`src/csf_pkg.sv`:
```
// shared constants and types for the current sink fault interrupt block
package csf_pkg;

	localparam int  CSF_ADDR_W       = 8;
	localparam int  CSF_DATA_W       = 16;
	localparam int  CSF_NUM_PINS     = 3;

	localparam logic [7:0]  CSF_STATUS_OFS   = 8'h1a;
	localparam logic [7:0]  CSF_MASK_OFS     = 8'h22;

	localparam int  CSF_SINK_A_BIT   = 13;
	localparam int  CSF_SINK_B_BIT   = 12;

	localparam logic [15:0] CSF_STATUS_RESET = 16'h0000;
	localparam logic [15:0] CSF_MASK_RESET   = 16'h0000;
	localparam logic [15:0] CSF_SINK_BITS    = 16'h3000;
	localparam logic [15:0] CSF_RDATA_RESET  = 16'h0000;

	localparam int  CSF_PIN_LED_C    = 0;
	localparam int  CSF_PIN_LED_D    = 1;
	localparam int  CSF_PIN_LED_E    = 2;
	localparam int  CSF_PIN_WALL_FET = 2;

	localparam logic [2:0]  CSF_PIN_RESET    = 3'h0;

	typedef enum logic [1:0]
	{
		CSF_PF_GPIO,
		CSF_PF_LED,
		CSF_PF_WALL_FET,
		CSF_PF_OTHER
	} csf_pin_func_t;

endpackage : csf_pkg

```
`src/csf_sink_fault_irq.sv`:
```
// current sink fault flags, mask, sink interrupt and led / wall fet pin muxing
//
// What this block does
// - one sink interrupt built from two faults
// - rising loss-of-regulation edge sets sink flag
// - status read clears returned flags, but an edge in the read cycle sets its flag again
// - set mask bit blocks matching flag
// - mask bits reset to zero, unmasked
// - led outputs on general-purpose pins 10-12
// - led mode hides other pin functions
// - wall fet gate on pin 12
`timescale 1ns/1ps

module csf_sink_fault_irq
	import csf_pkg::*;
(
	input  wire logic                   clk_sys,
	input  wire logic                   rstn,
	input  wire logic [CSF_ADDR_W-1:0]  reg_addr,
	input  wire logic                   reg_wr,
	input  wire logic                   reg_rd,
	input  wire logic [CSF_DATA_W-1:0]  reg_wdata,
	output logic      [CSF_DATA_W-1:0]  reg_rdata,
	input  wire logic                   sink_a_reg_lost,
	input  wire logic                   sink_b_reg_lost,
	output logic                        sink_irq,
	input  wire csf_pin_func_t          pin_func [CSF_NUM_PINS],
	input  wire logic [CSF_NUM_PINS-1:0] led_on,
	input  wire logic                   wall_fet_on,
	input  wire logic [CSF_NUM_PINS-1:0] gpio_do,
	input  wire logic [CSF_NUM_PINS-1:0] gpio_oe,
	input  wire logic [CSF_NUM_PINS-1:0] alt_do,
	input  wire logic [CSF_NUM_PINS-1:0] alt_oe,
	input  wire logic [CSF_NUM_PINS-1:0] pin_in,
	output logic      [CSF_NUM_PINS-1:0] pin_out,
	output logic      [CSF_NUM_PINS-1:0] pin_oe,
	output logic      [CSF_NUM_PINS-1:0] gpio_di,
	output logic      [CSF_NUM_PINS-1:0] alt_di
);

	// returns {oe, out} for one pin; wall fet only exists on pin 12
	function automatic logic [1:0] csf_drive(
		input csf_pin_func_t f,
		input logic          is_fet_pin,
		input logic          led,
		input logic          fet,
		input logic          gdo,
		input logic          goe,
		input logic          ado,
		input logic          aoe
	);
		logic [1:0] r;
		r = 2'h0;
		case (f)
			CSF_PF_GPIO:     r = {goe, gdo};
			CSF_PF_LED:      r = {led, 1'b0};
			CSF_PF_WALL_FET: r = is_fet_pin ? {1'b1, fet} : 2'h0;
			CSF_PF_OTHER:    r = {aoe, ado};
			default:         r = 2'h0;
		endcase
		return r;
	endfunction : csf_drive

	logic [1:0]            fault_sync1_reg;
	logic [1:0]            fault_sync2_reg;
	logic [1:0]            fault_prev_reg;
	logic [1:0]            flag_reg;
	logic [1:0]            flag_next;
	logic [1:0]            mask_reg;
	logic [1:0]            mask_next;
	logic                  irq_reg;
	logic [CSF_DATA_W-1:0] rdata_reg;
	logic [CSF_DATA_W-1:0] rdata_next;
	logic [CSF_NUM_PINS-1:0] pin_sync1_reg;
	logic [CSF_NUM_PINS-1:0] pin_sync2_reg;
	logic [CSF_NUM_PINS-1:0] pin_out_reg;
	logic [CSF_NUM_PINS-1:0] pin_oe_reg;
	logic [CSF_NUM_PINS-1:0] gpio_di_reg;
	logic [CSF_NUM_PINS-1:0] alt_di_reg;
	logic [CSF_NUM_PINS-1:0] pin_out_next;
	logic [CSF_NUM_PINS-1:0] pin_oe_next;
	logic [CSF_NUM_PINS-1:0] gpio_di_next;
	logic [CSF_NUM_PINS-1:0] alt_di_next;

	wire        sel_status = (reg_addr == CSF_STATUS_OFS);
	wire        sel_mask   = (reg_addr == CSF_MASK_OFS);
	wire        rd_status  = reg_rd && sel_status;
	wire        wr_mask    = reg_wr && sel_mask;
	wire [1:0]  fault_edge = fault_sync2_reg & ~fault_prev_reg;
	wire [15:0] status_view = {2'h0, flag_reg, 12'h000};
	wire [15:0] mask_view   = {2'h0, mask_reg, 12'h000};

	// index 1 is sink a (bit 13), index 0 is sink b (bit 12)
	assign flag_next = fault_edge | (rd_status ? 2'h0 : flag_reg);
	assign mask_next = wr_mask ? reg_wdata[CSF_SINK_A_BIT:CSF_SINK_B_BIT] : mask_reg;

	assign rdata_next = !reg_rd    ? rdata_reg   :
	                    sel_status ? status_view :
	                    sel_mask   ? mask_view   :
	                                 CSF_RDATA_RESET;

	// the comparators are analog, so both fault levels are synchronised first
	always_ff @(posedge clk_sys or negedge rstn)
	begin
		if (!rstn)
		begin
			fault_sync1_reg <= 2'h0;
			fault_sync2_reg <= 2'h0;
			fault_prev_reg  <= 2'h0;
		end
		else
		begin
			fault_sync1_reg <= {sink_a_reg_lost, sink_b_reg_lost};
			fault_sync2_reg <= fault_sync1_reg;
			fault_prev_reg  <= fault_sync2_reg;
		end
	end

	always_ff @(posedge clk_sys or negedge rstn)
	begin
		if (!rstn)
		begin
			flag_reg  <= CSF_STATUS_RESET[CSF_SINK_A_BIT:CSF_SINK_B_BIT];
			mask_reg  <= CSF_MASK_RESET[CSF_SINK_A_BIT:CSF_SINK_B_BIT];
			rdata_reg <= CSF_RDATA_RESET;
		end
		else
		begin
			flag_reg  <= flag_next;
			mask_reg  <= mask_next;
			rdata_reg <= rdata_next;
		end
	end

	// registered so the output is glitch free; lags the flags by one cycle
	always_ff @(posedge clk_sys or negedge rstn)
	begin
		if (!rstn)
			irq_reg <= 1'b0;
		else
			irq_reg <= |(flag_reg & ~mask_reg);
	end

	genvar gi;
	generate
		for (gi = 0; gi < CSF_NUM_PINS; gi++)
		begin : g_pin
			wire [1:0] drv = csf_drive(pin_func[gi], (gi == CSF_PIN_WALL_FET),
				led_on[gi], wall_fet_on, gpio_do[gi], gpio_oe[gi],
				alt_do[gi], alt_oe[gi]);
			assign pin_oe_next[gi]  = drv[1];
			assign pin_out_next[gi] = drv[0];
			// led mode claims the pin, so no other function sees its level
			assign gpio_di_next[gi] = (pin_func[gi] == CSF_PF_GPIO)
				&& pin_sync2_reg[gi];
			assign alt_di_next[gi]  = (pin_func[gi] == CSF_PF_OTHER)
				&& pin_sync2_reg[gi];
		end
	endgenerate

	always_ff @(posedge clk_sys or negedge rstn)
	begin
		if (!rstn)
		begin
			pin_sync1_reg <= CSF_PIN_RESET;
			pin_sync2_reg <= CSF_PIN_RESET;
			pin_out_reg   <= CSF_PIN_RESET;
			pin_oe_reg    <= CSF_PIN_RESET;
			gpio_di_reg   <= CSF_PIN_RESET;
			alt_di_reg    <= CSF_PIN_RESET;
		end
		else
		begin
			pin_sync1_reg <= pin_in;
			pin_sync2_reg <= pin_sync1_reg;
			pin_out_reg   <= pin_out_next;
			pin_oe_reg    <= pin_oe_next;
			gpio_di_reg   <= gpio_di_next;
			alt_di_reg    <= alt_di_next;
		end
	end

	assign reg_rdata = rdata_reg;
	assign sink_irq  = irq_reg;
	assign pin_out   = pin_out_reg;
	assign pin_oe    = pin_oe_reg;
	assign gpio_di   = gpio_di_reg;
	assign alt_di    = alt_di_reg;
endmodule : csf_sink_fault_irq

```
`config.mk`:
```
export PLATFORM = sky130hd
export DESIGN_NAME = csf_sink_fault_irq
export DESIGN_NICKNAME = d
export VERILOG_FILES = /design/src/csf_pkg.sv /design/src/csf_sink_fault_irq.sv
export SDC_FILE = /design/constraint.sdc
export NUM_CORES = 1
export LEC_CHECK = 0
export BUFFER_PORTS_ARGS = -buffer_cell sky130_fd_sc_hd__buf_2
export CAP_MARGIN = 0
export CELL_PAD_IN_SITES_DETAIL_PLACEMENT = 1
export CELL_PAD_IN_SITES_GLOBAL_PLACEMENT = 2
export CORE_MARGIN = 5
export CORE_UTILIZATION = 21
export CTS_CLUSTER_SIZE = 16
export DETAILED_ROUTE_END_ITERATION = 10
export PLACE_DENSITY = 0.77
export SYNTH_ARGS = -nofsm -noshare
export SYNTH_HDL_FRONTEND = slang
export SYNTH_SLANG_ARGS = --single-unit
export TNS_END_PERCENT = 50
```
`constraint.sdc`:
```
create_clock -name clk_sys -period 0.9 [get_ports clk_sys]
set_input_delay 0.27 -clock clk_sys [delete_from_list [all_inputs] [get_ports clk_sys]]
set_output_delay 0.27 -clock clk_sys [all_outputs]
set_load 0.005 [all_outputs]
```
==> results.toml, run 1 <==
[run_status]
status = "complete, but fails checks"
violations = "negative setup slack"

[synth]
synth-edff-count = 0
async_flop_share = 1.000
ys_warn_count = 0
yosysMostFrequentCell = "dfrtp_1"
synth_area_leader_cell = "dfrtp_1"
syn-cell-area_um2 = 1235
avgSynthCellArea_um2 = 13.00
yosys-top-cells-area = "dfrtp_1 (63%), buf_4 (8.5%), mux2_4 (2.4%)"
synth_top_cell_area_share = 0.6282
ys_types = 25
synth_flop_cell = "dfrtp_1"
syn_inst = 95
synth_seq_area_share = 0.6282
yosys-top-cells-count = "dfrtp_1 (31), buf_4 (14), nand2_1 (7)"
ys_seq_elements = 31

[critical_path]
crit_fanout = 2
worstPathCellList = "buf_6 -> or4b_4 -> nand4bb_4 -> mux2_4"
path_class = "input port to register"
required_ns = 1.06
crit_path_end_kind = "register"
worst_ep_arrival_time_ns = 1.43
crit_path_start_kind = "input port"
path_delay_family = "simple AND/OR/NAND/NOR gates"
cp_num_buf_inv = 1
cp_slowest_stage_delay_ns = 0.53
slowest_stage = "or4b_4"

[placement]
place_area_um2 = 1603
dp.cells = 229
portBuffers = 55
gp_congestion = 0.7308
hpwlAfterDp_um = 2309

[sta]
slew_violations = 0
fin_ws_ns = -0.3646
fin_hold_ws_ns = 0.09553
finalSetupViolCount = 21
min_period_ns = 1.265
post-route-period-util = 1.405
hold_violations = 0
clock.fmax_ghz = 0.7907
rsz0062_at_grt = "yes"
finClkSkew_ns = 0.003202

[grt]
grt_util_all_layers = 0.07900
grt_max_degree = 32
grt_pass1_vias = 1037
overflow = 0
antenna_found_initial = 0
grt_pass1_wl_um = 4581

[detailed_routing]
via_per_inst = 3.804
num_vias = 913
dr.pass1.iters = 2
drtIter0Drc = 16
drc = 0
antenna_left = 0
wl_per_cell_um = 11.61
drt_wl_total_um = 2786

[finish]
syn_to_final_growth_pct = 40.53
design_area_um2 = 1735
fin_util = 0.2984
fillerInstances = 685
drive_gt1_frac = 0.4788
fin_cells = 240
nNetsFinal = 220
diodes = 0

[floorplan]
die_height_um = 86.69
ios = 84
start_util = 0.2123
die_w_um = 86.69
dieArea_um2 = 7514
core_area_um2 = 5816
rows = 28

[power_and_ir_drop]
vdd_drop_max_v = 0.0006336
combPwrFrac = 0.104
powerDensity_nw_per_um2 = 1634
p_clk_frac = 0.375
p_total_mw = 2.835
p_leak_nw = 0.9217
p_seq_frac = 0.521
p_sw_mw = 0.6237
internal_power_mw = 2.211
p_sw_frac = 0.2200

[clock_tree]
clkSinkCount = 31
clk_path_buf_depth = 2
htreeDepth = 2
clk_pin_slew_ns = 0.06
root_buffer = "clkbuf_8"
numCtsBuffers = 5
cts_tree = "yes"
worstSkewPairLatency_ns = 0.28

[min_path]
worstHoldPathType = "input port to register"

[job]
maxCapViolCount = 0
layer usage:
layer	part of all wire	GRT usage	wire length [um]	vias up
met2	0.49	0.1314	1375	40
met5	0	0	0	-
met3	0.092	0.03992	255	4
met4	0.010	0.02550	29	0
met1	0.40	0.08770	1125	434
li1	-	-	-	435
layout by cell type, fill, tap and decap left out, types with 2 or more instances in the layout:
| cell | n |
|---|---|
| a221o_1 | 2 |
| and2_1 | 3 |
| and3_1 | 3 |
| buf_2 | 54 |
| buf_4 | 7 |
| clkbuf_8 | 6 |
| conb_1 | 14 |
| dfrtp_1 | 31 |
| inv_1 | 5 |
| mux2_2 | 2 |
| mux2_4 | 2 |
| mux2i_1 | 2 |
| nand2_1 | 7 |
| nand3_1 | 4 |
| nor2_1 | 3 |
| o21ai_0 | 2 |
| o22ai_1 | 3 |
cells by family after synthesis:
family          synth area share
flops                     0.6282
simple gates              0.1560
buf+inv                   0.1003
compound gates           0.05370
other cells             0.003037
mux                      0.05876
per-stage QoR:
stage	worst slack [ns]	TNS (ns)
finish	-0.3646	-3.953
global placement	-0.6539	-3.880
detailed placement	-0.6823	-4.060
global route	-0.3680	-4.678
floorplan	-0.5412	-2.602
CTS	-0.3540	-4.174
worst paths after layout:
kind | from | end | slack, ns | depth (start not counted)
min in group asynchronous | rstn | reg_rdata[13] | 0.48 | 3
worst max-delay path | reg_addr[0] | mask_reg[0] | -0.36 | 4
worst max register to register | reg_rdata[13] | reg_rdata[13] | -0.06 | 2
max in group asynchronous | rstn | pin_out[2] | 0.25 | 3
worst min register to register | pin_sync1_reg[1] | pin_sync2_reg[1] | 0.35 | 0
worst min-delay path | pin_in[0] | pin_sync1_reg[0] | 0.1 | 1
repair_timing:
item | CTS | global route
pin swaps | 3 | 1
hold buffers | 1 | 0
hold endpoints to repair | 31 | 0
resized for setup | 2 | 0
buffers inserted | 3 | 0
setup endpoints to repair | 21 | 21
power groups by stage:
stage | Sequential (mW) | Clock (mW) | Combinational [mW]
detailed placement | 1.50 | 0 | 0.291
global route | 1.48 | 1.19 | 0.332
CTS | 1.48 | 1.13 | 0.302
global placement | 1.50 | 0 | 0.285
finish | 1.48 | 1.06 | 0.294
floorplan | 1.51 | 0 | 0.124
area by class of cell:
class | count | area (um^2) | share of cell area
multi-input combinational | 58 | 395.4 | 0.2278
sequential | 31 | 775.7 | 0.4470
clock inverter | 1 | 5.005 | 0.002884
tap | 75 | 93.84 | 0.05407
inverter | 5 | 18.77 | 0.01081
clock buffer | 6 | 82.58 | 0.04758
timing repair buffer | 64 | 364.1 | 0.2098
Power figures use the tool's default switching activity.
==> inputs of run 2 (changes only) <==
--- a/config.mk
+++ b/config.mk
@@ -14,5 +14,7 @@
 export CTS_CLUSTER_SIZE = 16
 export DETAILED_ROUTE_END_ITERATION = 10
+export HOLD_SLACK_MARGIN = 0.12
 export PLACE_DENSITY = 0.77
+export SLEW_MARGIN = 20
 export SYNTH_ARGS = -nofsm -noshare
 export SYNTH_HDL_FRONTEND = slang
==> constraint.sdc (replaced) <==
create_clock -name clk_sys -period 0.9 [get_ports clk_sys]
set_input_delay 0.09 -clock clk_sys [delete_from_list [all_inputs] [get_ports clk_sys]]
set_output_delay 0.09 -clock clk_sys [all_outputs]
set_load 0.005 [all_outputs]
==> run 2 against run 1 <==
Compared with the run above: the flow still finishes with violations (negative setup slack); critical path depth stayed put; setup slack better by 0.17 ns; register-to-register slack better by 0.05 ns.
==> results.toml, run 2 (synthesis gave the netlist of run 1 again) <==
[clock_tree]
clkSinkCount = 31
numCtsBuffers = 5
cts_tree = "yes"
clk_path_buf_depth = 2
root_buffer = "clkbuf_8"
htreeDepth = 2
worstSkewPairLatency_ns = 0.27
clk_pin_slew_ns = 0.06

[sta]
fin_ws_ns = -0.1950
finalSetupViolCount = 6
hold_violations = 0
tns_ns = -0.9582
min_period_ns = 1.095
clock.fmax_ghz = 0.9133
post-route-period-util = 1.217
slew_violations = 0
finClkSkew_ns = 0.002610
rsz0062_at_grt = "yes"

[finish]
layout_common_cells = "buf_2 (53), dfrtp_1 (31), dlygate4sd3_1 (23)"
diodes = 0
nNetsFinal = 239
fin_cells = 259
design_area_um2 = 1943
syn_to_final_growth_pct = 57.35
drive_gt1_frac = 0.4185
final_common_cell = "buf_2"
fin_util = 0.3341

[detailed_routing]
wl_per_cell_um = 11.67
dr.pass1.iters = 4
drt_wl_total_um = 3023
drtIter0Drc = 16
drc = 0
antenna_left = 0
num_vias = 984
via_per_inst = 3.799

[power_and_ir_drop]
p_leak_nw = 1.000
powerDensity_nw_per_um2 = 1489
vdd_drop_max_v = 0.0008688

[grt]
grt_util_all_layers = 0.08446
antenna_found_initial = 0
grt_pass1_vias = 1123
grt_pass1_wl_um = 4905
grt_max_degree = 21
overflow = 0

[job]
maxCapViolCount = 0

[run_status]
status = "complete, but fails checks"
violations = "negative setup slack"

[critical_path]
path_class = "input port to register"
slowest_stage = "or4b_4"
crit_path_start_kind = "input port"
r2r_slack_ns = -0.01
crit_path_end_kind = "register"
worst_ep_arrival_time_ns = 1.25
worstPathCellList = "buf_6 -> or4b_4 -> nand4bb_4 -> mux2_4"
required_ns = 1.06
cp_slowest_stage_delay_ns = 0.53
crit_fanout = 2

[placement]
dp.cells = 228
place_area_um2 = 1595
gp_congestion = 0.7246
hpwlAfterDp_um = 2389
portBuffers = 55

[floorplan]
start_util = 0.2123
ios = 84
die_w_um = 86.69
core_area_um2 = 5816
dieArea_um2 = 7514
rows = 28
die_height_um = 86.69

[min_path]
worstHoldPathType = "input port to register"
[run 2: changes by cell type in the layout (fill, tap and decap cells not counted)]
| cell | previous run | this run |
|---|---|---|
| or4_2 | 1 | 0 |
| buf_2 | 54 | 53 |
| nor3_1 | 1 | 0 |
| o21ai_1 | 0 | 1 |
| o21ai_0 | 2 | 1 |
| nor3_2 | 1 | 2 |
| buf_4 | 7 | 5 |
| dlygate4sd3_1 | 1 | 23 |
| or4_4 | 0 | 1 |
[run 2: per-layer routing]
layer	vias to the layer above	routed length, um	global-route usage
li1	476	-	-
met1	466	1072	0.08387
met2	38	1692	0.1599
met3	4	236	0.03042
met4	0	21	0.02975
met5	-	0	0
[run 2: what timing repair did]
action	in CTS	in global routing
gates resized for setup	4	2
hold buffers	23	0
setup endpoints to repair	7	9
pin swaps	5	1
setup buffers	1	0
hold endpoints to repair	47	0
[run 2: final timing paths]
kind                                     to  cells after the start        startpoint
max in group asynchronous  pin_sync2_reg[0]                      3              rstn
min in group asynchronous          sink_irq                      2              rstn
min reg2reg                pin_sync2_reg[2]                      0  pin_sync1_reg[2]
max                             mask_reg[0]                      4       reg_addr[0]
max reg2reg                   reg_rdata[12]                      3       mask_reg[0]
min                               alt_di[0]                      2       pin_func[4]
[run 2: where the power goes]
| part | leakage [nW] | internal (mW) | switching (mW) | total (mW) |
|---|---|---|---|---|
| Clock | 0.0470 | 0.598 | 0.449 | 1.05 |
| Sequential | 0.376 | 1.46 | 0.0195 | 1.48 |
| Combinational | 0.577 | 0.217 | 0.153 | 0.370 |
[run 2: metrics by stage]
stage	power, mW	worst slack, ns	hold WS [ns]
2_1_floorplan	1.629	-0.3612	-0.2056
3_3_place_gp	1.785	-0.4732	-0.006877
3_5_place_dp	1.791	-0.5029	-0.005704
4_1_cts	2.951	-0.1831	0.1231
5_1_grt	3.073	-0.1986	0.1539
6_report	2.894	-0.1950	0.1418
[run 2: layout make-up]
cell class                 count  area (um^2)
clock buffer                   6        82.58
clock inverter                 1        5.005
fill                         682         3872
inverter                       5        18.77
multi-input combinational     58        402.9
sequential                    31        775.7
tap                           75        93.84
timing repair buffer          83        564.3
[run 2: worst max-delay path: cells and delay by family]
family,cells,cell delay (ns)
buffers and inverters,1,0.09
multiplexers,1,0.31
AND/OR/NAND/NOR,2,0.76
